**src/rtl/cstu_pkg.sv**
```systemverilog
// Shared constants and types for the core storage transmit unit
package cstu_pkg;

  // Storage geometry and immediate Q part size
  localparam int ADDR_W = 16;
  localparam int IMM_N  = 5;

  // Opcodes, two decimal digits held as BCD
  localparam logic [7:0] OP_DIGIT_IMM   = 8'h15;
  localparam logic [7:0] OP_FIELD       = 8'h26;
  localparam logic [7:0] OP_FIELD_IMM   = 8'h16;
  localparam logic [7:0] OP_FLOAT       = 8'h06;
  localparam logic [7:0] OP_RECORD      = 8'h31;
  localparam logic [7:0] OP_RECORD_NM   = 8'h30;
  localparam logic [7:0] OP_STRIP       = 8'h72;
  localparam logic [7:0] OP_FILL        = 8'h73;

  // Digit codes: record mark is the 8-2 code (check bit not stored)
  localparam logic [3:0] RECORD_MARK    = 4'ha;
  localparam logic [3:0] ZONE_NEG_A     = 4'h5;
  localparam logic [3:0] ZONE_NEG_B     = 4'h1;
  localparam logic [3:0] ZONE_NEG_ZERO  = 4'h2;
  localparam logic [3:0] ZONE_PLUS      = 4'h7;
  localparam logic [3:0] ZONE_MINUS     = 4'h5;
  localparam logic [3:0] DIGIT_ZERO     = 4'h0;

  // Low-order positions whose flag does not end a floating move
  localparam logic [15:0] FLOAT_SKIP    = 16'h0003;

  // Reset values
  localparam logic [15:0] CNT_RST       = 16'h0000;
  localparam logic [31:0] BUDGET_RST    = 32'h0000_0000;

  // Timing, in ns, and the clock period
  localparam int CLK_PERIOD_NS     = 5;
  localparam int T_DIGIT_IMM_NS    = 80000;
  localparam int T_FIELD_BASE_NS   = 65000;
  localparam int T_FLOAT_BASE_NS   = 95000;
  localparam int T_MOVE_DIGIT_NS   = 15000;
  localparam int T_CONV_BASE_NS    = 60000;
  localparam int T_CONV_DIGIT_NS   = 10000;

  // Least times rounded up to whole cycles
  localparam int DIGIT_IMM_CYC  = (T_DIGIT_IMM_NS + CLK_PERIOD_NS - 1) / CLK_PERIOD_NS;
  localparam int FIELD_BASE_CYC = (T_FIELD_BASE_NS + CLK_PERIOD_NS - 1) / CLK_PERIOD_NS;
  localparam int FLOAT_BASE_CYC = (T_FLOAT_BASE_NS + CLK_PERIOD_NS - 1) / CLK_PERIOD_NS;
  localparam int MOVE_DIGIT_CYC = (T_MOVE_DIGIT_NS + CLK_PERIOD_NS - 1) / CLK_PERIOD_NS;
  localparam int CONV_BASE_CYC  = (T_CONV_BASE_NS + CLK_PERIOD_NS - 1) / CLK_PERIOD_NS;
  localparam int CONV_DIGIT_CYC = (T_CONV_DIGIT_NS + CLK_PERIOD_NS - 1) / CLK_PERIOD_NS;

  // One storage position: a decimal digit with its flag
  typedef struct packed {
    logic       flag;
    logic [3:0] digit;
  } cstu_cell_t;

  // Instruction handed to the unit; imm[0] is the units digit of Q
  typedef struct packed {
    logic [7:0]              opcode;
    logic [ADDR_W-1:0]       p_addr;
    logic [ADDR_W-1:0]       q_addr;
    cstu_cell_t [IMM_N-1:0]  imm;
  } cstu_cmd_t;

  // Storage access request
  typedef struct packed {
    logic              req;
    logic              we;
    logic [ADDR_W-1:0] addr;
    cstu_cell_t        wdata;
  } cstu_mem_req_t;

endpackage : cstu_pkg

```
**src/rtl/cstu_core.sv**
```systemverilog
// Core storage transmit unit: execution of the storage-to-storage move instructions
// Function
// - Digit immediate writes Q units digit to P
// - Digit immediate also copies the units flag
// - Field move right to left until flag
// - Field move time grows per source digit
// - Immediate field move sources instruction Q digits
// - Floating move ignores flags in three lowest
// - Record move left to right until mark
// - Record move time grows per character
// - No-mark record move drops the record mark
// - Strip odd digits until numeric field flag
// - Zone 5 or 1 flags units digit
// - Zone 2 flags only a units zero
// - Strip erases old destination except field flag
// - Strip ignores zone flags, copies digit flags
// - Fill places digits at lower odd positions
// - Fill erases flags, terminator flag not copied
// - Fill zones: units 5 if negative, else 7
// - Record mark is the 8-2 digit code
`timescale 1ns/1ps
module cstu_core #(
  parameter logic [31:0] DIGIT_IMM_CYC  = 32'(cstu_pkg::DIGIT_IMM_CYC),
  parameter logic [31:0] FIELD_BASE_CYC = 32'(cstu_pkg::FIELD_BASE_CYC),
  parameter logic [31:0] FLOAT_BASE_CYC = 32'(cstu_pkg::FLOAT_BASE_CYC),
  parameter logic [31:0] MOVE_DIGIT_CYC = 32'(cstu_pkg::MOVE_DIGIT_CYC),
  parameter logic [31:0] CONV_BASE_CYC  = 32'(cstu_pkg::CONV_BASE_CYC),
  parameter logic [31:0] CONV_DIGIT_CYC = 32'(cstu_pkg::CONV_DIGIT_CYC)
) (
  input  wire logic                    clk_i,
  input  wire logic                    reset_n_i,
  input  wire logic                    ce_i,
  input  wire logic                    cmd_valid_i,
  input  wire cstu_pkg::cstu_cmd_t     cmd_i,
  output logic                         cmd_ready_o,
  output cstu_pkg::cstu_mem_req_t      mem_o,
  input  wire cstu_pkg::cstu_cell_t    mem_rdata_i,
  output logic                         busy_o,
  output logic                         done_o,
  output logic                         bad_op_o,
  output logic [15:0]                  count_o
);

  typedef enum logic [2:0] {
    S_IDLE    = 3'b000,
    S_RD_SRC  = 3'b001,
    S_RD_ZONE = 3'b010,
    S_RD_DST  = 3'b011,
    S_WR_MAIN = 3'b100,
    S_WR_ZONE = 3'b101,
    S_HOLD    = 3'b110
  } cstu_state_t;

  typedef enum logic [1:0] {
    TAG_NONE = 2'b00,
    TAG_SRC  = 2'b01,
    TAG_ZONE = 2'b10,
    TAG_DST  = 2'b11
  } cstu_tag_t;

  cstu_state_t                     state;
  cstu_state_t                     next_state;
  cstu_tag_t                       pend_tag;
  logic [7:0]                      op;
  logic [cstu_pkg::ADDR_W-1:0]     src_addr;
  logic [cstu_pkg::ADDR_W-1:0]     dst_addr;
  cstu_pkg::cstu_cell_t [cstu_pkg::IMM_N-1:0] imm;
  cstu_pkg::cstu_cell_t            src_q;
  cstu_pkg::cstu_cell_t            zone_q;
  cstu_pkg::cstu_cell_t            dst_q;
  cstu_pkg::cstu_cell_t            src_v;
  cstu_pkg::cstu_cell_t            zone_v;
  cstu_pkg::cstu_cell_t            dst_v;
  cstu_pkg::cstu_cell_t            wr_cell;
  logic [15:0]                     cnt;
  logic [31:0]                     budget;
  logic [31:0]                     start_budget;
  logic [31:0]                     digit_cost;
  logic                            take;
  logic                            op_known;
  logic                            last;
  logic                            step;
  logic                            wr_en;
  logic                            rm_seen;
  logic                            neg_sign;

  assign take        = ce_i && cmd_valid_i && (state == S_IDLE);
  assign cmd_ready_o = (state == S_IDLE);
  assign busy_o      = (state != S_IDLE);
  assign count_o     = cnt;

  always_comb begin
    case (cmd_i.opcode)
      cstu_pkg::OP_DIGIT_IMM, cstu_pkg::OP_FIELD, cstu_pkg::OP_FIELD_IMM, cstu_pkg::OP_FLOAT,
      cstu_pkg::OP_RECORD, cstu_pkg::OP_RECORD_NM, cstu_pkg::OP_STRIP, cstu_pkg::OP_FILL: op_known = 1'b1;
      default: op_known = 1'b0;
    endcase
  end

  // Read data arrives the cycle after the request; use it directly while pending
  assign src_v  = (pend_tag == TAG_SRC)  ? mem_rdata_i : src_q;
  assign zone_v = (pend_tag == TAG_ZONE) ? mem_rdata_i : zone_q;
  assign dst_v  = (pend_tag == TAG_DST)  ? mem_rdata_i : dst_q;

  assign rm_seen = (src_v.digit == cstu_pkg::RECORD_MARK);

  assign neg_sign = (zone_v.digit == cstu_pkg::ZONE_NEG_A) || (zone_v.digit == cstu_pkg::ZONE_NEG_B) ||
                    ((zone_v.digit == cstu_pkg::ZONE_NEG_ZERO) && (src_v.digit == cstu_pkg::DIGIT_ZERO));

  // Terminating position of each instruction
  always_comb begin
    case (op)
      cstu_pkg::OP_DIGIT_IMM: last = 1'b1;
      cstu_pkg::OP_FIELD:     last = src_v.flag && (cnt != 16'h0000);
      // immediate source is bounded by the Q part
      cstu_pkg::OP_FIELD_IMM: last = (imm[cnt[2:0]].flag && (cnt != 16'h0000)) ||
                                     (cnt == 16'(cstu_pkg::IMM_N - 1));
      cstu_pkg::OP_FLOAT:     last = src_v.flag && (cnt >= cstu_pkg::FLOAT_SKIP);
      cstu_pkg::OP_RECORD,
      cstu_pkg::OP_RECORD_NM: last = rm_seen;
      cstu_pkg::OP_STRIP:     last = dst_v.flag && (cnt != 16'h0000);
      // flagged leftmost digit is the last
      cstu_pkg::OP_FILL:      last = src_v.flag && (cnt != 16'h0000);
      default:                last = 1'b1;
    endcase
  end

  // Data written in the main write cycle
  always_comb begin
    wr_cell = src_v;
    wr_en   = 1'b1;
    case (op)
      cstu_pkg::OP_DIGIT_IMM: wr_cell = imm[0];
      cstu_pkg::OP_FIELD_IMM: wr_cell = imm[cnt[2:0]];
      cstu_pkg::OP_RECORD_NM: wr_en = !rm_seen;
      cstu_pkg::OP_STRIP: begin
        wr_cell.digit = src_v.digit;
        // keep field flag, copy odd-position flag
        if (cnt == 16'h0000) begin
          wr_cell.flag = neg_sign || src_v.flag;
        end else begin
          wr_cell.flag = dst_v.flag || src_v.flag;
        end
      end
      cstu_pkg::OP_FILL: begin
        wr_cell.flag  = 1'b0;
        wr_cell.digit = src_v.digit;
      end
      default: wr_cell = src_v;
    endcase
  end

  // Address steps after each completed position
  assign step = ce_i && (((state == S_WR_MAIN) && (op != cstu_pkg::OP_FILL)) || (state == S_WR_ZONE));

  // Storage request
  always_comb begin
    mem_o       = '0;
    mem_o.addr  = src_addr;
    case (state)
      S_RD_SRC: begin
        mem_o.req  = ce_i;
      end
      S_RD_ZONE: begin
        mem_o.req  = ce_i;
        mem_o.addr = src_addr - 16'h0001;
      end
      S_RD_DST: begin
        mem_o.req  = ce_i;
        mem_o.addr = dst_addr;
      end
      S_WR_MAIN: begin
        mem_o.req   = ce_i && wr_en;
        mem_o.we    = 1'b1;
        mem_o.addr  = dst_addr;
        mem_o.wdata = wr_cell;
      end
      S_WR_ZONE: begin
        mem_o.req         = ce_i;
        mem_o.we          = 1'b1;
        mem_o.addr        = dst_addr - 16'h0001;
        mem_o.wdata.flag  = 1'b0;
        mem_o.wdata.digit = ((cnt == 16'h0000) && src_v.flag) ? cstu_pkg::ZONE_MINUS : cstu_pkg::ZONE_PLUS;
      end
      default: mem_o.req = 1'b0;
    endcase
  end

  // Sequencer
  always_comb begin
    next_state = state;
    case (state)
      S_IDLE: begin
        if (take) begin
          if (!op_known) begin
            next_state = S_HOLD;
          end else if ((cmd_i.opcode == cstu_pkg::OP_DIGIT_IMM) || (cmd_i.opcode == cstu_pkg::OP_FIELD_IMM)) begin
            next_state = S_WR_MAIN;
          end else begin
            next_state = S_RD_SRC;
          end
        end
      end
      S_RD_SRC: begin
        if (op == cstu_pkg::OP_STRIP) begin
          next_state = (cnt == 16'h0000) ? S_RD_ZONE : S_RD_DST;
        end else begin
          next_state = S_WR_MAIN;
        end
      end
      S_RD_ZONE: next_state = S_RD_DST;
      S_RD_DST:  next_state = S_WR_MAIN;
      S_WR_MAIN: begin
        if (op == cstu_pkg::OP_FILL) begin
          next_state = S_WR_ZONE;
        end else if (last) begin
          next_state = S_HOLD;
        end else if (op == cstu_pkg::OP_FIELD_IMM) begin
          next_state = S_WR_MAIN;
        end else begin
          next_state = S_RD_SRC;
        end
      end
      S_WR_ZONE: next_state = last ? S_HOLD : S_RD_SRC;
      S_HOLD:    next_state = (budget == 32'h0000_0000) ? S_IDLE : S_HOLD;
      default:   next_state = S_IDLE;
    endcase
  end

  always_ff @(posedge clk_i or negedge reset_n_i) begin
    if (!reset_n_i) begin
      state <= S_IDLE;
    end else if (ce_i) begin
      state <= next_state;
    end
  end

  // Instruction capture
  always_ff @(posedge clk_i or negedge reset_n_i) begin
    if (!reset_n_i) begin
      op  <= 8'h00;
      imm <= '0;
    end else if (take) begin
      op  <= cmd_i.opcode;
      imm <= cmd_i.imm;
    end
  end

  // one or two positions per step (strip source and fill destination step two), direction by instruction
  always_ff @(posedge clk_i or negedge reset_n_i) begin
    if (!reset_n_i) begin
      src_addr <= '0;
      dst_addr <= '0;
      cnt      <= cstu_pkg::CNT_RST;
    end else if (take) begin
      cnt      <= cstu_pkg::CNT_RST;
      src_addr <= (cmd_i.opcode == cstu_pkg::OP_STRIP) ? cmd_i.p_addr : cmd_i.q_addr;
      dst_addr <= (cmd_i.opcode == cstu_pkg::OP_STRIP) ? cmd_i.q_addr : cmd_i.p_addr;
    end else if (step) begin
      cnt <= cnt + 16'h0001;
      case (op)
        cstu_pkg::OP_RECORD, cstu_pkg::OP_RECORD_NM: begin
          src_addr <= src_addr + 16'h0001;
          dst_addr <= dst_addr + 16'h0001;
        end
        cstu_pkg::OP_STRIP: begin
          src_addr <= src_addr - 16'h0002;
          dst_addr <= dst_addr - 16'h0001;
        end
        cstu_pkg::OP_FILL: begin
          src_addr <= src_addr - 16'h0001;
          dst_addr <= dst_addr - 16'h0002;
        end
        default: begin
          src_addr <= src_addr - 16'h0001;
          dst_addr <= dst_addr - 16'h0001;
        end
      endcase
    end
  end

  // Read data capture
  always_ff @(posedge clk_i or negedge reset_n_i) begin
    if (!reset_n_i) begin
      pend_tag <= TAG_NONE;
      src_q    <= '0;
      zone_q   <= '0;
      dst_q    <= '0;
    end else if (ce_i) begin
      src_q  <= src_v;
      zone_q <= zone_v;
      dst_q  <= dst_v;
      case (state)
        S_RD_SRC:  pend_tag <= TAG_SRC;
        S_RD_ZONE: pend_tag <= TAG_ZONE;
        S_RD_DST:  pend_tag <= TAG_DST;
        default:   pend_tag <= TAG_NONE;
      endcase
    end
  end

  // Base time and per-position cost of each instruction
  always_comb begin
    start_budget = FIELD_BASE_CYC;
    case (cmd_i.opcode)
      cstu_pkg::OP_DIGIT_IMM: start_budget = DIGIT_IMM_CYC;
      cstu_pkg::OP_FLOAT:     start_budget = FLOAT_BASE_CYC;
      cstu_pkg::OP_STRIP,
      cstu_pkg::OP_FILL:      start_budget = CONV_BASE_CYC;
      default:                start_budget = op_known ? FIELD_BASE_CYC : 32'h0000_0000;
    endcase
    case (op)
      cstu_pkg::OP_DIGIT_IMM: digit_cost = 32'h0000_0000;
      cstu_pkg::OP_STRIP,
      cstu_pkg::OP_FILL:      digit_cost = CONV_DIGIT_CYC;
      default:                digit_cost = MOVE_DIGIT_CYC;
    endcase
  end

  always_ff @(posedge clk_i or negedge reset_n_i) begin
    if (!reset_n_i) begin
      budget <= cstu_pkg::BUDGET_RST;
    end else if (take) begin
      budget <= start_budget;
    end else if (ce_i) begin
      budget <= budget + (step ? digit_cost : 32'h0000_0000) -
                ((budget != 32'h0000_0000) ? 32'h0000_0001 : 32'h0000_0000);
    end
  end

  // Completion status
  always_ff @(posedge clk_i or negedge reset_n_i) begin
    if (!reset_n_i) begin
      done_o   <= 1'b0;
      bad_op_o <= 1'b0;
    end else if (ce_i) begin
      done_o <= (state == S_HOLD) && (budget == 32'h0000_0000);
      if (take) begin
        bad_op_o <= !op_known;
      end
    end
  end

endmodule : cstu_core

```
**config.mk**
```make
export PLATFORM = sky130hd
export DESIGN_NAME = cstu_core
export DESIGN_NICKNAME = d
export VERILOG_FILES = /design/src/rtl/cstu_pkg.sv /design/src/rtl/cstu_core.sv
export SDC_FILE = /design/constraint.sdc
export NUM_CORES = 1
export LEC_CHECK = 0
export ABC_AREA = 1
export BUFFER_PORTS_ARGS = -buffer_cell sky130_fd_sc_hd__buf_4
export CAP_MARGIN = 5
export CORE_UTILIZATION = 41
export DETAILED_ROUTE_END_ITERATION = 10
export HOLD_SLACK_MARGIN = 0.06
export PLACE_DENSITY_LB_ADDON = 0.05
export SLEW_MARGIN = 20
export SYNTH_ARGS = -nofsm -noshare
export SYNTH_HDL_FRONTEND = slang
export SYNTH_SLANG_ARGS = --single-unit
```
**constraint.sdc**
```tcl
create_clock -name clk_i -period 5.9 [get_ports clk_i]
set_clock_uncertainty 0.05 [all_clocks]
set_input_delay 0.295 -clock clk_i [delete_from_list [all_inputs] [get_ports clk_i]]
set_output_delay 0.295 -clock clk_i [all_outputs]
set_load 0.05 [all_outputs]
```
==> impl_metrics.csv <==
group,metric,value,unit
clocking,post_cts_repair_resize_count,0,
hold_path,hp-class,"in -> reg",
logic_synthesis,most_common_flop_cell_mapped_by_yosys,"dfrtp_1",
logic_synthesis,synthesis.area,0.0118,mm²
logic_synthesis,mappedNetlistNets,1992,
global_routing,grt_usage,28.8,%
logic_synthesis,ys_ff_latch,130,
cells_and_area,share_of_final_layout_standard_cells_stronger_than_drive_strength_1,10.5,%
floorplanning,rows,61,
floorplanning,initial_utilization,42.2,%
pwr,irDropWorstVdd,0.418,mV
global_routing,first_global_vias,12000,
floorplanning,core_area,0.0281,mm²
critical_path,worst_ep_required_time,6160,ps
critical_path,cp-end-kind,"register",
sta,finalHoldViolations,0,
critical_path,worst-setup-path-type,"reg -> reg",
routing,routed_wl,41500,µm
critical_path,worst_setup_path_start_kind,"register",
placement,post-place-ws,1930,ps
floorplanning,die_h,172,µm
logic_synthesis,synthesis.yosys.warnings,0,
global_routing,global_route_wire_length_before_repair,65300,µm
critical_path,crit-reg2reg-launch,"op[5]",
pwr,p_leak,6.93,nW
pwr,report.power.total,8.47,mW
clocking,cts_buffer_depth,2,
sta,tightestPinTransition,1010,ps
sta,post-route-min-period,4070,ps
logic_synthesis,synthesis.instances,1855,
global_routing,number_of_antenna_violations_at_the_first_check_in_global_routing,0,
routing,num_vias,12600,
hold_path,holdPathStages,3,
hold_path,worstHoldEndpoint,"op[3]",
critical_path,cp_data_arrival_time,4330,ps
cells_and_area,final_area,0.0138,mm²
critical_path,worst_setup_path_start,"op[5]",
hold_path,min_from,"cmd_i[60]",
clocking,cts.sinks,130,
clocking,cts_max_level,4,
logic_synthesis,synth.avg_cell_area,6.38,µm²
cells_and_area,finalNetCount,2097,
clocking,clock_tree_from_tritoncts,"built",
logic_synthesis,postSynth.asyncResetShare,100,%
floorplanning,io_pins,117,
cells_and_area,post-route-util,49.2,%
placement,portBuffers,116,
logic_synthesis,synthDominantCellAreaShare,27.5,%
run_status,status,"complete, no violations",
routing,route.antenna.remaining_nets,0,
clocking,insertion_delay,440,ps
cells_and_area,synthToLayoutAreaGrowth,16.6,%
global_routing,grt_start_max_net_pins,71,
placement,placedInstanceArea,0.0129,mm²
routing,drc_violation_total_after_the_first_tritonroute_iteration,954,
sta,setup_violations,0,
global_routing,grt_overflow,0,
logic_synthesis,synthDistinctLibCells,56,
critical_path,crit_path_max_fanout,16,
critical_path,reg2regPathDepth,20,
critical_path,cpPeakStageDelay,430,ps
cells_and_area,antenna_cells,0,
sta,final.period_utilization,69.0,%
placement,dp.final_hpwl,31300,µm
clocking,clk_pin_slew,70,ps
sta,setup-tns-final,0,ps
routing,dr.pass1.iters,6,
logic_synthesis,synth_sequential_area_ratio,27.5,%
routing,viasPerCell,5.38,
critical_path,crit_path_cells,"nand2_2 -> nor2_4 -> nand2_2 -> nand2_2 -> nand2_2 -> nand2_4 -> inv_2 -> nand3_1 -> ha_1 -> inv_1 -> ha_1 -> nand2_1 -> o21ai_1 -> a21boi_0 -> o21ai_1 -> nand2_1 -> o21bai_1 -> nand2_1 -> nand2_1 -> o22ai_1",
critical_path,r2r_end,"budget[23]",
critical_path,crit_slowest_cell,"dfrtp_1",
sta,clock.fmax,0.246,GHz
clocking,post_cts.repair.setup_buffers,0,
sta,post_route_worst_setup_slack,1830,ps
logic_synthesis,synth_edf_count,0,
sta,slew_violations,0,
sta,grt_setup_unrepaired,"false",
critical_path,worst-r2r-setup-slack,1830,ps
sta,timing.slew.headroom,32.1,%
logic_synthesis,ys_top_cells_by_area,"dfrtp_1, nand2_1, inv_1",
pwr,p_per_area,613,mW/mm²
routing,drc,0,
flow_run,timing.max_cap.violations,0,
floorplanning,design.die.area,0.0296,mm²
routing,wl_per_cell,17.7,µm
logic_synthesis,synthDominantAreaCellType,"dfrtp_1",
clocking,clock_tree.root_cell,"clkbuf_16",
floorplanning,chipWidth,172,µm
placement,routabilityCongestion,0.919,
clocking,cts_buffers,17,
==> logic make-up (layout without fill, tap and decap cells) <==
family          Yosys count  after routing  synth area share [%]
buf+inv                 337            455                  11.4
xor+xnor                 41             41                  3.03
flops                   130            130                  27.5
fa+ha+maj                63             63                  6.72
mux                       2              2                 0.180
simple gates            859            859                  31.1
compound gates          423            423                  20.1
==> power by group <==
| group | leakage [nW] | switching, mW | internal, mW |
|---|---|---|---|
| Sequential | 1.59 | 0.437 | 1.28 |
| Clock | 0.307 | 0.486 | 0.692 |
| Combinational | 5.03 | 3.80 | 1.78 |
==> registers in the layout, summed over array words and instances, names as in the netlist <==
register  cells
budget       32
imm          25
count_o      16
dst_addr     16
src_addr     16
op            8
src_q         5
zone_q        4
state         3
pend_tag      2
bad_op_o      1
done_o        1
dst_q         1
==> synthesized netlist by cell type, drive strengths merged (7+ instances only) <==
cell type,count
o21ai,192
a21oi,123
xor2,39
buf,39
nand4,27
o211ai,13
ha,62
nor4,7
a22oi,8
a21o,7
inv,271
nor2,218
a31oi,20
o22ai,17
nor3,18
clkbuf,25
nand3,123
nand2,456
dfrtp,130
==> how the worst max path moves through the flow <==
stage	to	slack, ps	depth (start not counted)
after floorplan	mem_o[12]	2570	6
after global placement	budget[23]	2050	20
after detailed placement	budget[23]	1930	20
after CTS	budget[23]	1880	20
after global routing	budget[23]	1490	21
final	budget[23]	1830	20
==> cells in the final DEF (no fill, tap or decap), types with 4 or more instances in the layout <==
master	n
a21boi_0	4
a21o_1	7
a21oi_1	123
a22oi_1	8
a31oi_1	20
a32oi_1	4
buf_4	123
clkbuf_16	17
dfrtp_1	130
dlygate4sd3_1	26
ha_1	62
inv_1	258
inv_2	13
inv_6	6
nand2_1	446
nand2_2	8
nand3_1	120
nand4_1	26
nor2_1	200
nor2_2	14
nor3_1	15
nor3b_1	4
nor4_1	7
o2111ai_1	5
o211ai_1	13
o21a_1	6
o21ai_0	174
o21ai_1	18
o21bai_1	6
o221ai_1	6
o22ai_1	17
xor2_1	39
==> what timing repair did <==
item,4_1_cts,5_1_grt
hold buffers,26,0
setup endpoints to repair,0,0
endpoints found under the hold margin,94,0
==> metal layers <==
metal,track usage [%],vias up,routed length (µm)
li1,-,6316,-
met1,37.8,5883,18800
met2,47.9,387,19100
met3,4.83,63,2410
met4,9.08,0,1180
met5,0,-,0
==> cell type report <==
| type | count | area (µm²) |
|---|---|---|
| Clock buffer | 18 | 439 |
| Fill cell | 3011 | 14300 |
| Multi-Input combinational cell | 1388 | 7240 |
| Clock inverter | 14 | 190 |
| Tap cell | 378 | 473 |
| Timing Repair Buffer | 150 | 1190 |
| Inverter | 273 | 1020 |
| Sequential cell | 130 | 3250 |
==> stage by stage <==
stage | std cells | hold slack, ps
floorplan | 1855 | -50.6
global placement | 2293 | 340
detailed placement | 2293 | 338
CTS | 2351 | 62.9
global route | 2351 | 77.6
finish | 2351 | 77.3
==> worst max-delay path, delay by kind of cell, from the launching register on <==
kind	cells	cell delay [ps]
and+or+nand+nor	11	1380
AOI/OAI and AO/OA	5	1130
adders and majority gates	2	620
DFF	1	430
buffers and inverters	2	320
No activity file was read; power rests on OpenSTA's default activity.
